[src/efr_bus_regs.vh]
`ifndef EFR_BUS_REGS_VH
`define EFR_BUS_REGS_VH

// transfer width codes on xfer_width_code
`define EFR_SZ_LONG 2'h0
`define EFR_SZ_BYTE 2'h1
`define EFR_SZ_WORD 2'h2
`define EFR_SZ_LINE 2'h3

// window port size codes
`define EFR_PS_32 2'h0
`define EFR_PS_8 2'h1
`define EFR_PS_16 2'h2

// per-window parameter byte: [1:0] port, [5:2] waits, [6] internal ack, [7] burst
`define EFR_WP_PORT_LSB 0
`define EFR_WP_WAIT_LSB 2
`define EFR_WP_AUTO_BIT 6
`define EFR_WP_BURST_BIT 7
`define EFR_WP_WIDTH 8

// windows compare address bits [31:16]
`define EFR_WIN_ABITS 16
`define EFR_NUM_CS 8
`define EFR_NUM_DRAM 2

// bus clock half period in mclk cycles; four so a pin set after the fall clears the synchroniser
`define EFR_BCLK_HALF 4

`endif

[src/efr_win_match.v]
`timescale 1ns/1ps
`include "efr_bus_regs.vh"

module efr_win_match (
    // address under test
    input wire [31:0] addr_i,
    // chip-select windows
    input wire [8*16-1:0] cs_base_i,
    input wire [8*16-1:0] cs_mask_i,
    input wire [7:0] cs_valid_i,
    input wire [8*8-1:0] cs_param_i,
    // dram windows
    input wire [2*16-1:0] dram_base_i,
    input wire [2*16-1:0] dram_mask_i,
    input wire [1:0] dram_valid_i,
    input wire [2*8-1:0] dram_param_i,
    // match result
    output reg [7:0] cs_hit_o,
    output reg [1:0] dram_hit_o,
    output reg [7:0] param_o
);

    integer i;
    reg [3:0] cs_cnt;
    reg [1:0] dr_cnt;

    // mask bits set to one exclude that address bit from the compare
    function hit;
        input [15:0] a;
        input [15:0] b;
        input [15:0] m;
        begin
            hit = (((a ^ b) & ~m) == 16'h0000);
        end
    endfunction

    always @* begin
        cs_cnt = 4'h0;
        dr_cnt = 2'h0;
        param_o = {1'b0, 1'b0, 4'h0, `EFR_PS_32};
        for (i = 0; i < 8; i = i + 1) begin
            cs_hit_o[i] = cs_valid_i[i] & hit(addr_i[31:16], cs_base_i[i*16 +: 16],
                                              cs_mask_i[i*16 +: 16]);
            cs_cnt = cs_cnt + {3'h0, cs_hit_o[i]};
        end
        for (i = 0; i < 2; i = i + 1) begin
            dram_hit_o[i] = dram_valid_i[i] & hit(addr_i[31:16], dram_base_i[i*16 +: 16],
                                                  dram_mask_i[i*16 +: 16]);
            dr_cnt = dr_cnt + {1'b0, dram_hit_o[i]};
        end
        // single hit takes its window's settings; none, several or overlaps fall back
        // to an external, burst-inhibited 32-bit cycle
        if (cs_cnt == 4'h1 && dr_cnt == 2'h0) begin
            for (i = 0; i < 8; i = i + 1) begin
                if (cs_hit_o[i]) begin
                    param_o = cs_param_i[i*8 +: 8];
                end
            end
        end else if (cs_cnt == 4'h0 && dr_cnt == 2'h1) begin
            for (i = 0; i < 2; i = i + 1) begin
                if (dram_hit_o[i]) begin
                    param_o = dram_param_i[i*8 +: 8];
                end
            end
        end
        // overlapping dram matches are left unselected; configuration must avoid them
        if (dr_cnt != 2'h1 || cs_cnt != 4'h0) begin
            dram_hit_o = 2'h0;
        end
        if (dr_cnt != 2'h0) begin
            cs_hit_o = 8'h00;
        end
    end

endmodule // efr_win_match

[src/efr_bus_ctrl.v]
`timescale 1ns/1ps
`include "efr_bus_regs.vh"
// Functional notes
// - address, data, start, attributes change on rise
// - read data captured on bus rising edge
// - strobes, selects, enables switch on falling edge
// - byte/word/long operands; 8/16/32-bit ports
// - burst keeps full transfer size code
// - no burst: full size, then port size
// - width codes long 00 byte 01 word 10
// - 8-bit port on top lane, MSB first
// - compare address with all ten windows
// - single match uses that window's settings
// - no match: external, burst-inhibited, 32-bit
// - several chip selects: all driven, external 32-bit
// - three clocks; first drives address, start, strobe
// - read data sampled with ack, end clock two
// - write data from end clock one to end
// - late ack inserts wait states
// - internal ack when window enables it
// - last clock holds address, attributes, data
// - each window has port, waits, internal ack
// - start strobe negated at second clock
// - waits are whole clocks until ack sampled

module efr_bus_ctrl #(
    parameter BCLK_HALF = `EFR_BCLK_HALF
) (
    // clock and reset
    input wire mclk_i,
    input wire rst_i,
    // transfer request
    input wire req_valid_i,
    output reg req_ready_o,
    input wire req_write_i,
    input wire [31:0] req_addr_i,
    input wire [1:0] req_size_i,
    input wire [1:0] req_type_i,
    input wire [2:0] req_mod_i,
    input wire [127:0] req_wdata_i,
    // transfer completion
    output reg resp_valid_o,
    output reg [127:0] resp_rdata_o,
    output reg [1:0] dram_blk_sel_o,
    // window configuration
    input wire [8*16-1:0] cs_base_i,
    input wire [8*16-1:0] cs_mask_i,
    input wire [7:0] cs_valid_i,
    input wire [8*8-1:0] cs_param_i,
    input wire [2*16-1:0] dram_base_i,
    input wire [2*16-1:0] dram_mask_i,
    input wire [1:0] dram_valid_i,
    input wire [2*8-1:0] dram_param_i,
    // bus clock and rising-edge pins
    output reg bus_clk_out_o,
    output reg [31:0] addr_o,
    output reg rw_n_o,
    output reg [1:0] xfer_width_code_o,
    output reg [1:0] xfer_type_o,
    output reg [2:0] xfer_modifier_o,
    output reg xfer_in_progress_n_o,
    output reg transfer_start_n_o,
    // falling-edge strobes
    output reg addr_strobe_n_o,
    output reg [7:0] chip_sel_n_o,
    output reg out_en_n_o,
    output reg [3:0] byte_lane_en_n_o,
    // data bus
    input wire [31:0] data_i,
    output reg [31:0] data_o,
    output reg data_oe_o,
    // acknowledge pin
    input wire transfer_ack_n_i,
    output reg transfer_ack_n_o,
    output reg transfer_ack_oe_o
);

    localparam ST_IDLE = 2'h0;
    localparam ST_ADDR = 2'h1;
    localparam ST_DATA = 2'h2;
    localparam ST_HOLD = 2'h3;

    reg [7:0] cnt_q;
    reg [1:0] st_q;
    reg pend_q;
    reg wr_q;
    reg [31:0] ad_q;
    reg [1:0] size_q;
    reg [1:0] type_q;
    reg [2:0] mod_q;
    reg [1:0] port_q;
    reg [3:0] wait_q;
    reg [3:0] wcnt_q;
    reg auto_q;
    reg burst_q;
    reg [7:0] cs_hit_q;
    reg [1:0] dr_hit_q;
    reg [4:0] rem_q;
    reg [127:0] sh_q;
    reg ta_s1_q;
    reg ta_s2_q;
    reg [31:0] din_s1_q;
    reg [31:0] din_s2_q;

    wire [7:0] m_cs_hit;
    wire [1:0] m_dr_hit;
    wire [7:0] m_param;
    wire rise_en;
    wire fall_en;
    wire [2:0] pbytes;
    wire [2:0] bbytes;
    wire [1:0] ofs;
    wire acked;
    wire [31:0] rd_al;
    reg [127:0] acc_d;

    efr_win_match u_match (
        .addr_i(req_addr_i),
        .cs_base_i(cs_base_i),
        .cs_mask_i(cs_mask_i),
        .cs_valid_i(cs_valid_i),
        .cs_param_i(cs_param_i),
        .dram_base_i(dram_base_i),
        .dram_mask_i(dram_mask_i),
        .dram_valid_i(dram_valid_i),
        .dram_param_i(dram_param_i),
        .cs_hit_o(m_cs_hit),
        .dram_hit_o(m_dr_hit),
        .param_o(m_param)
    );

    // operand bytes for a width code
    function [4:0] size_bytes;
        input [1:0] sz;
        begin
            case (sz)
                `EFR_SZ_BYTE: size_bytes = 5'h01;
                `EFR_SZ_WORD: size_bytes = 5'h02;
                `EFR_SZ_LINE: size_bytes = 5'h10;
                default: size_bytes = 5'h04;
            endcase
        end
    endfunction

    // port bytes for a port code; the spare code acts as 32 bits
    function [2:0] port_bytes;
        input [1:0] ps;
        begin
            case (ps)
                `EFR_PS_8: port_bytes = 3'h1;
                `EFR_PS_16: port_bytes = 3'h2;
                default: port_bytes = 3'h4;
            endcase
        end
    endfunction

    // width code shown for a port-sized beat
    function [1:0] port_code;
        input [1:0] ps;
        begin
            case (ps)
                `EFR_PS_8: port_code = `EFR_SZ_BYTE;
                `EFR_PS_16: port_code = `EFR_SZ_WORD;
                default: port_code = `EFR_SZ_LONG;
            endcase
        end
    endfunction

    // bytes moved per beat: the smaller of operand and port
    function [2:0] beat_bytes;
        input [1:0] sz;
        input [1:0] ps;
        begin
            if (size_bytes(sz) < {2'h0, port_bytes(ps)}) begin
                beat_bytes = {1'b0, sz == `EFR_SZ_WORD, sz == `EFR_SZ_BYTE};
            end else begin
                beat_bytes = port_bytes(ps);
            end
        end
    endfunction

    assign rise_en = (cnt_q == BCLK_HALF - 1) && !bus_clk_out_o;
    assign fall_en = (cnt_q == BCLK_HALF - 1) && bus_clk_out_o;
    assign pbytes = port_bytes(port_q);
    assign bbytes = beat_bytes(size_q, port_q);
    // lane offset inside the port; lane 0 is the top byte of the bus
    assign ofs = ad_q[1:0] & (pbytes[1:0] - 2'h1 | {pbytes[2], pbytes[2]});
    assign acked = auto_q ? (wcnt_q == 4'h0) : !ta_s2_q;
    assign rd_al = din_s2_q << {ofs, 3'h0};

    // read accumulation, first beat ends up most significant
    always @* begin
        acc_d = resp_rdata_o;
        case (bbytes)
            3'h1: acc_d = {resp_rdata_o[119:0], rd_al[31:24]};
            3'h2: acc_d = {resp_rdata_o[111:0], rd_al[31:16]};
            default: acc_d = {resp_rdata_o[95:0], rd_al};
        endcase
    end

    // pins are asynchronous to mclk; a half period of four cycles leaves room for this
    always @(posedge mclk_i or posedge rst_i) begin
        if (rst_i) begin
            ta_s1_q <= 1'b1;
            ta_s2_q <= 1'b1;
            din_s1_q <= 32'h00000000;
            din_s2_q <= 32'h00000000;
        end else begin
            ta_s1_q <= transfer_ack_n_i;
            ta_s2_q <= ta_s1_q;
            din_s1_q <= data_i;
            din_s2_q <= din_s1_q;
        end
    end

    // bus clock divider
    always @(posedge mclk_i or posedge rst_i) begin
        if (rst_i) begin
            cnt_q <= 8'h00;
            bus_clk_out_o <= 1'b0;
        end else if (cnt_q == BCLK_HALF - 1) begin
            cnt_q <= 8'h00;
            bus_clk_out_o <= !bus_clk_out_o;
        end else begin
            cnt_q <= cnt_q + 8'h01;
        end
    end

    // request intake, rising-edge state machine and pins
    always @(posedge mclk_i or posedge rst_i) begin
        if (rst_i) begin
            st_q <= ST_IDLE;
            pend_q <= 1'b0;
            req_ready_o <= 1'b1;
            resp_valid_o <= 1'b0;
            resp_rdata_o <= 128'h0;
            dram_blk_sel_o <= 2'h0;
            wr_q <= 1'b0;
            ad_q <= 32'h00000000;
            size_q <= `EFR_SZ_LONG;
            type_q <= 2'h0;
            mod_q <= 3'h0;
            port_q <= `EFR_PS_32;
            wait_q <= 4'h0;
            wcnt_q <= 4'h0;
            auto_q <= 1'b0;
            burst_q <= 1'b0;
            cs_hit_q <= 8'h00;
            dr_hit_q <= 2'h0;
            rem_q <= 5'h00;
            sh_q <= 128'h0;
            addr_o <= 32'h00000000;
            rw_n_o <= 1'b1;
            xfer_width_code_o <= `EFR_SZ_LONG;
            xfer_type_o <= 2'h0;
            xfer_modifier_o <= 3'h0;
            xfer_in_progress_n_o <= 1'b1;
            transfer_start_n_o <= 1'b1;
            data_o <= 32'h00000000;
            data_oe_o <= 1'b0;
        end else begin
            resp_valid_o <= 1'b0;
            if (req_valid_i && req_ready_o) begin
                req_ready_o <= 1'b0;
                pend_q <= 1'b1;
                wr_q <= req_write_i;
                ad_q <= req_addr_i;
                size_q <= req_size_i;
                type_q <= req_type_i;
                mod_q <= req_mod_i;
                cs_hit_q <= m_cs_hit;
                dr_hit_q <= m_dr_hit;
                port_q <= m_param[`EFR_WP_PORT_LSB +: 2];
                wait_q <= m_param[`EFR_WP_WAIT_LSB +: 4];
                auto_q <= m_param[`EFR_WP_AUTO_BIT];
                burst_q <= m_param[`EFR_WP_BURST_BIT];
                // operand left-justified so the most significant byte leaves first
                sh_q <= req_wdata_i << {(5'h10 - size_bytes(req_size_i)), 3'h0};
            end
            if (rise_en) begin
                case (st_q)
                    ST_IDLE: begin
                        if (pend_q) begin
                            pend_q <= 1'b0;
                            st_q <= ST_ADDR;
                            rem_q <= size_bytes(size_q) >> (bbytes >> 1);
                            dram_blk_sel_o <= dr_hit_q;
                            resp_rdata_o <= 128'h0;
                            addr_o <= ad_q;
                            rw_n_o <= !wr_q;
                            xfer_width_code_o <= size_q;
                            xfer_type_o <= type_q;
                            xfer_modifier_o <= mod_q;
                            xfer_in_progress_n_o <= 1'b0;
                            transfer_start_n_o <= 1'b0;
                            wcnt_q <= wait_q;
                        end
                    end
                    ST_ADDR: begin
                        transfer_start_n_o <= 1'b1;
                        st_q <= ST_DATA;
                        if (wr_q) begin
                            data_o <= sh_q[127:96] >> {ofs, 3'h0};
                            data_oe_o <= 1'b1;
                        end
                    end
                    ST_DATA: begin
                        if (!acked) begin
                            if (auto_q) begin
                                wcnt_q <= wcnt_q - 4'h1;
                            end
                        end else begin
                            if (!wr_q) begin
                                resp_rdata_o <= acc_d;
                            end
                            rem_q <= rem_q - 5'h01;
                            sh_q <= sh_q << {bbytes, 3'h0};
                            if (burst_q && rem_q != 5'h01) begin
                                wcnt_q <= wait_q;
                                if (wr_q) begin
                                    data_o <= sh_q[7'd127 - {bbytes, 3'h0} -: 32];
                                end
                            end else begin
                                st_q <= ST_HOLD;
                            end
                        end
                    end
                    default: begin
                        data_oe_o <= 1'b0;
                        if (rem_q != 5'h00) begin
                            st_q <= ST_ADDR;
                            ad_q <= ad_q + {29'h0, bbytes};
                            addr_o <= ad_q + {29'h0, bbytes};
                            xfer_width_code_o <= port_code(port_q);
                            transfer_start_n_o <= 1'b0;
                            wcnt_q <= wait_q;
                        end else begin
                            st_q <= ST_IDLE;
                            xfer_in_progress_n_o <= 1'b1;
                            dram_blk_sel_o <= 2'h0;
                            resp_valid_o <= 1'b1;
                            req_ready_o <= 1'b1;
                        end
                    end
                endcase
            end
        end
    end

    // falling-edge strobes and internal acknowledge
    always @(posedge mclk_i or posedge rst_i) begin
        if (rst_i) begin
            addr_strobe_n_o <= 1'b1;
            chip_sel_n_o <= 8'hFF;
            out_en_n_o <= 1'b1;
            byte_lane_en_n_o <= 4'hF;
            transfer_ack_n_o <= 1'b1;
            transfer_ack_oe_o <= 1'b0;
        end else if (fall_en) begin
            if (st_q == ST_ADDR || st_q == ST_DATA) begin
                addr_strobe_n_o <= 1'b0;
                chip_sel_n_o <= ~cs_hit_q;
                out_en_n_o <= wr_q;
                byte_lane_en_n_o <= ~((4'hF >> (3'h4 - bbytes)) << ofs);
            end else begin
                addr_strobe_n_o <= 1'b1;
                chip_sel_n_o <= 8'hFF;
                out_en_n_o <= 1'b1;
                byte_lane_en_n_o <= 4'hF;
            end
            // drive ack through the low phase before the rise that ends the wait
            if (st_q == ST_DATA && auto_q && wcnt_q == 4'h0) begin
                transfer_ack_n_o <= 1'b0;
                transfer_ack_oe_o <= 1'b1;
            end else begin
                transfer_ack_n_o <= 1'b1;
                transfer_ack_oe_o <= 1'b0;
            end
        end
    end

endmodule // efr_bus_ctrl

[config.mk]
export PLATFORM = sky130hd
export DESIGN_NAME = efr_bus_ctrl
export DESIGN_NICKNAME = d
export VERILOG_FILES = /design/src/efr_win_match.v /design/src/efr_bus_ctrl.v
export VERILOG_INCLUDE_DIRS = /design/src
export SDC_FILE = /design/constraint.sdc
export NUM_CORES = 2
export LEC_CHECK = 0
export ABC_AREA = 1
export BUFFER_PORTS_ARGS = -buffer_cell sky130_fd_sc_hd__buf_2
export CORE_MARGIN = 10
export CORE_UTILIZATION = 30
export DETAILED_ROUTE_END_ITERATION = 10
export GPL_ROUTABILITY_DRIVEN = 0
export PLACE_DENSITY = 0.59
export SLEW_MARGIN = 25
export SYNTH_ARGS = -nofsm -noshare
export SYNTH_HDL_FRONTEND = slang
export SYNTH_SLANG_ARGS = --single-unit
export TNS_END_PERCENT = 50
[constraint.sdc]
create_clock -name mclk_i -period 26.2 [get_ports mclk_i]
set_input_delay 0 -clock mclk_i [delete_from_list [all_inputs] [get_ports mclk_i]]
set_output_delay 0 -clock mclk_i [all_outputs]
set_load 0.02 [all_outputs]
==> flow_summary.yaml <==
status:
  outcome: "complete, no violations"
route:
  vias: 42000
  dr.pass1.iters: 9
  routedWlPerCell_um: 24.1
  drt_iter0_markers: 5335
  ant_nets: 0
  wirelength_um: 186000
  post-route-drc-count: 0
  via_per_inst: 5.45
power_and_ir_drop:
  peakVddDrop_uv: 74.2
  powerDensity_mw_per_mm2: 114
  finalPower_mw: 5.04
  leakagePower_nw: 21.1
floorplan:
  start_util: 0.302
  fp.dieH_um: 365
  rows: 126
  ios: 838
  dieWidth_um: 365
  dieArea_mm2: 0.133
  coreArea_mm2: 0.118
worst_setup_path:
  rr_worst_depth: 20
  reg2reg_to: "resp_rdata_o[13]$_DFFE_PP0P_"
  worstReg2RegStart: "port_q[0]$_DFFE_PP0P_"
  cp-start-kind: "input pin"
  cp_max_fo: 11
  crit_required_ns: 26.77
  worstSetupPathType: "in2reg"
  rrSetupSlack_ns: 20.06
  arrival_ns: 6.97
  worstSetupEndpointType: "flop"
clocking:
  cts_tree: "yes"
  cts_buffers: 67
  clockBufferDepth: 3
  cts.sinks: 496
  cts_resized: 0
  clk_transition_reported_paths_ns: 0.06
  cts_root_buf: "clkbuf_16"
  postCtsSetupRepairBufs: 0
  cts.htree.levels: 3
  worstSkewPairLatency_ns: 0.64
yosys:
  synthDistinctLibCells: 58
  synth.largest_area_cell: "dfrtp_1"
  synth_edf_count: 0
  yosysTopAreaCellShare: 0.333
  syn_area_mm2: 0.0357
  yosysWarnings: 0
  ys_ff_latch: 496
  synth.avg_cell_area_um2: 6.61
  synthFlopType: "dfrtp_1"
  synth.top_cells.by_area: "dfrtp_1, nand2_1, o21ai_0"
  ys_async_sr_fraction: 1.00
  postSynthCellCount: 5399
  syn_nets: 6044
  yosysSeqAreaShare: 0.348
timing:
  rsz0062_at_grt: "false"
  period_share: 0.245
  hold_viol: 0
  fin_skew_ns: 0.0243
  finalMaxSlewViolations: 0
  fin_crit_ns: 6.41
  fin_setup_tns_ns: 0
  fmax_mhz: 156
  worst_slew_pin_slew_ns: 1.11
  finalSetupViolCount: 0
  whs_ns: 0.0251
  relSlewSlack: 0.261
place:
  portBuffers: 837
  place_hpwl_um: 142000
finish:
  fin_nets: 6750
  final_cell_mix: "nand2_1, buf_2, o21ai_0"
  postLayoutCoreUtil: 0.375
  final_common_cell: "nand2_1"
  num-fill-cells: 12600
  layout-drive-gt1-share: 0.178
  area_growth_pct: 24.0
global_routing:
  grt_pass1_vias: 39300
  antenna_found_initial: 60
  grt_pass1_wl_um: 265000
  grtUsageTotal: 0.263
  grt_max_degree: 135
  grt_overflow_total: 0
job:
  maxCapViolCount: 0
hold_path:
  hold_class: "in2async"
-- per-stage QoR --
step | worst slack, ns | instance area [µm²] | cells
2_1_floorplan | 12.39 | 35700 | 5399
3_3_place_gp | 20.09 | 40700 | 7449
3_5_place_dp | 20.01 | 40700 | 7449
4_1_cts | 19.94 | 44200 | 7692
5_1_grt | 19.58 | 44300 | 7709
6_report | 19.79 | 44300 | 7715
-- routing by layer --
layer	vias to the layer above	global-route usage	routed length, µm
met5	-	0	161
met4	24	0.120	8750
met3	346	0.0816	21200
met2	2349	0.412	82900
met1	19900	0.331	72900
li1	19500	-	-
-- cells by family (layout without fill, tap and decap cells) --
logic type | Yosys count | after routing | synth area share
and+or+nand+nor | 2192 | 2192 | 0.246
buffers and inverters | 875 | 1632 | 0.0979
adders and majority gates | 31 | 31 | 0.0119
muxes | 23 | 23 | 0.00645
AOI/OAI and AO/OA | 1695 | 1695 | 0.268
DFF | 496 | 496 | 0.348
other | 0 | 23 | 0
xor gates and xnor gates | 87 | 87 | 0.0213
-- where the power goes --
part / switching [mW] / internal (mW) / total [mW] / leakage [nW]
Clock: 0.380 / 0.569 / 0.950 / 1.11
Combinational: 1.94 / 0.812 / 2.75 / 13.9
Sequential: 0.299 / 1.05 / 1.35 / 6.11
Total: 2.61 / 2.43 / 5.04 / 21.1
-- synth_stat cells (8+ instances only) --
cell      count
buf_1        33
o21ai_0     811
inv_1       477
nor3b_1       8
buf_2        94
o22ai_1     161
o211ai_1     90
a22oi_1      22
dfrtp_1     475
ha_1         26
mux2i_1      23
nand3_1     143
nand2_1    1419
nand4_1      19
a21oi_1     370
a31oi_1      43
nor2_1      495
o221ai_1     38
a22o_1       11
o21a_1       23
o31ai_1       9
buf_6        10
xnor2_1      61
dfstp_2      21
a211oi_1     17
or2_2        22
nand3b_1     24
a32o_1       11
a221oi_1     15
nor3_1       36
clkbuf_1    237
clkinv_1     12
xor2_1       26
o21ai_1      49
-- how the worst max path moves through the flow --
stage                          start                            to  cells after the start
3_3_place_gp   port_q[0]$_DFFE_PP0P_  resp_rdata_o[13]$_DFFE_PP0P_                     20
6_report              req_addr_i[24]           burst_q$_DFFE_PP0P_                     21
4_1_cts               req_addr_i[24]            auto_q$_DFFE_PP0P_                     21
3_5_place_dp   port_q[0]$_DFFE_PP0P_  resp_rdata_o[13]$_DFFE_PP0P_                     20
5_1_grt               req_addr_i[24]           burst_q$_DFFE_PP0P_                     21
2_1_floorplan                  rst_i             ad_q[0]$_DFF_PP0_                      1
-- sequential cells by signal, summed over array words and instances (netlist names), 4 cells and up --
| signal | flops |
|---|---|
| ad_q | 32 |
| byte_lane_en_n_o | 4 |
| wait_q | 4 |
| resp_rdata_o | 128 |
| rem_q | 5 |
| wcnt_q | 4 |
| data_o | 32 |
| chip_sel_n_o | 8 |
| cnt_q | 8 |
| din_s1_q | 32 |
| din_s2_q | 32 |
| cs_hit_q | 8 |
| addr_o | 32 |
| sh_q | 128 |
-- final cells by class --
| cell class | instances | area [µm²] | share of cell area |
|---|---|---|---|
| multi-input cells | 4028 | 19900 | 0.449 |
| flip-flops and latches | 496 | 12400 | 0.281 |
| repair buffers | 1016 | 5860 | 0.132 |
| clock buffers | 103 | 2040 | 0.0462 |
| well taps | 1536 | 1920 | 0.0434 |
| inverters | 496 | 1880 | 0.0425 |
| clock inverters | 17 | 215 | 0.00486 |
| diodes | 23 | 57.6 | 0.00130 |
-- worst max-delay path: stages --
cell and delay [ns]:
dlygate4sd3_1 0.53, buf_2 0.49, xnor2_1 0.19, o22ai_1 0.10, a221oi_1 0.44, and2_1 0.56, clkinv_1 0.45, fa_1 0.61
fa_1 0.54, inv_1 0.05, fa_1 0.46, fa_1 0.45, nor2_1 0.12, a31oi_1 0.06, inv_1 0.07, nand4_1 0.28
nor2_1 0.19, nand2_1 0.07, dlygate4sd3_1 0.56, a21oi_1 0.14, dlygate4sd3_1 0.57
-- repair_timing --
action                                  in CTS  in global routing
endpoints found under the setup margin       0                  0
hold endpoints to repair                   225                  0
hold buffers                               123                  0
Note: power is estimated with default switching activity, not from simulation.
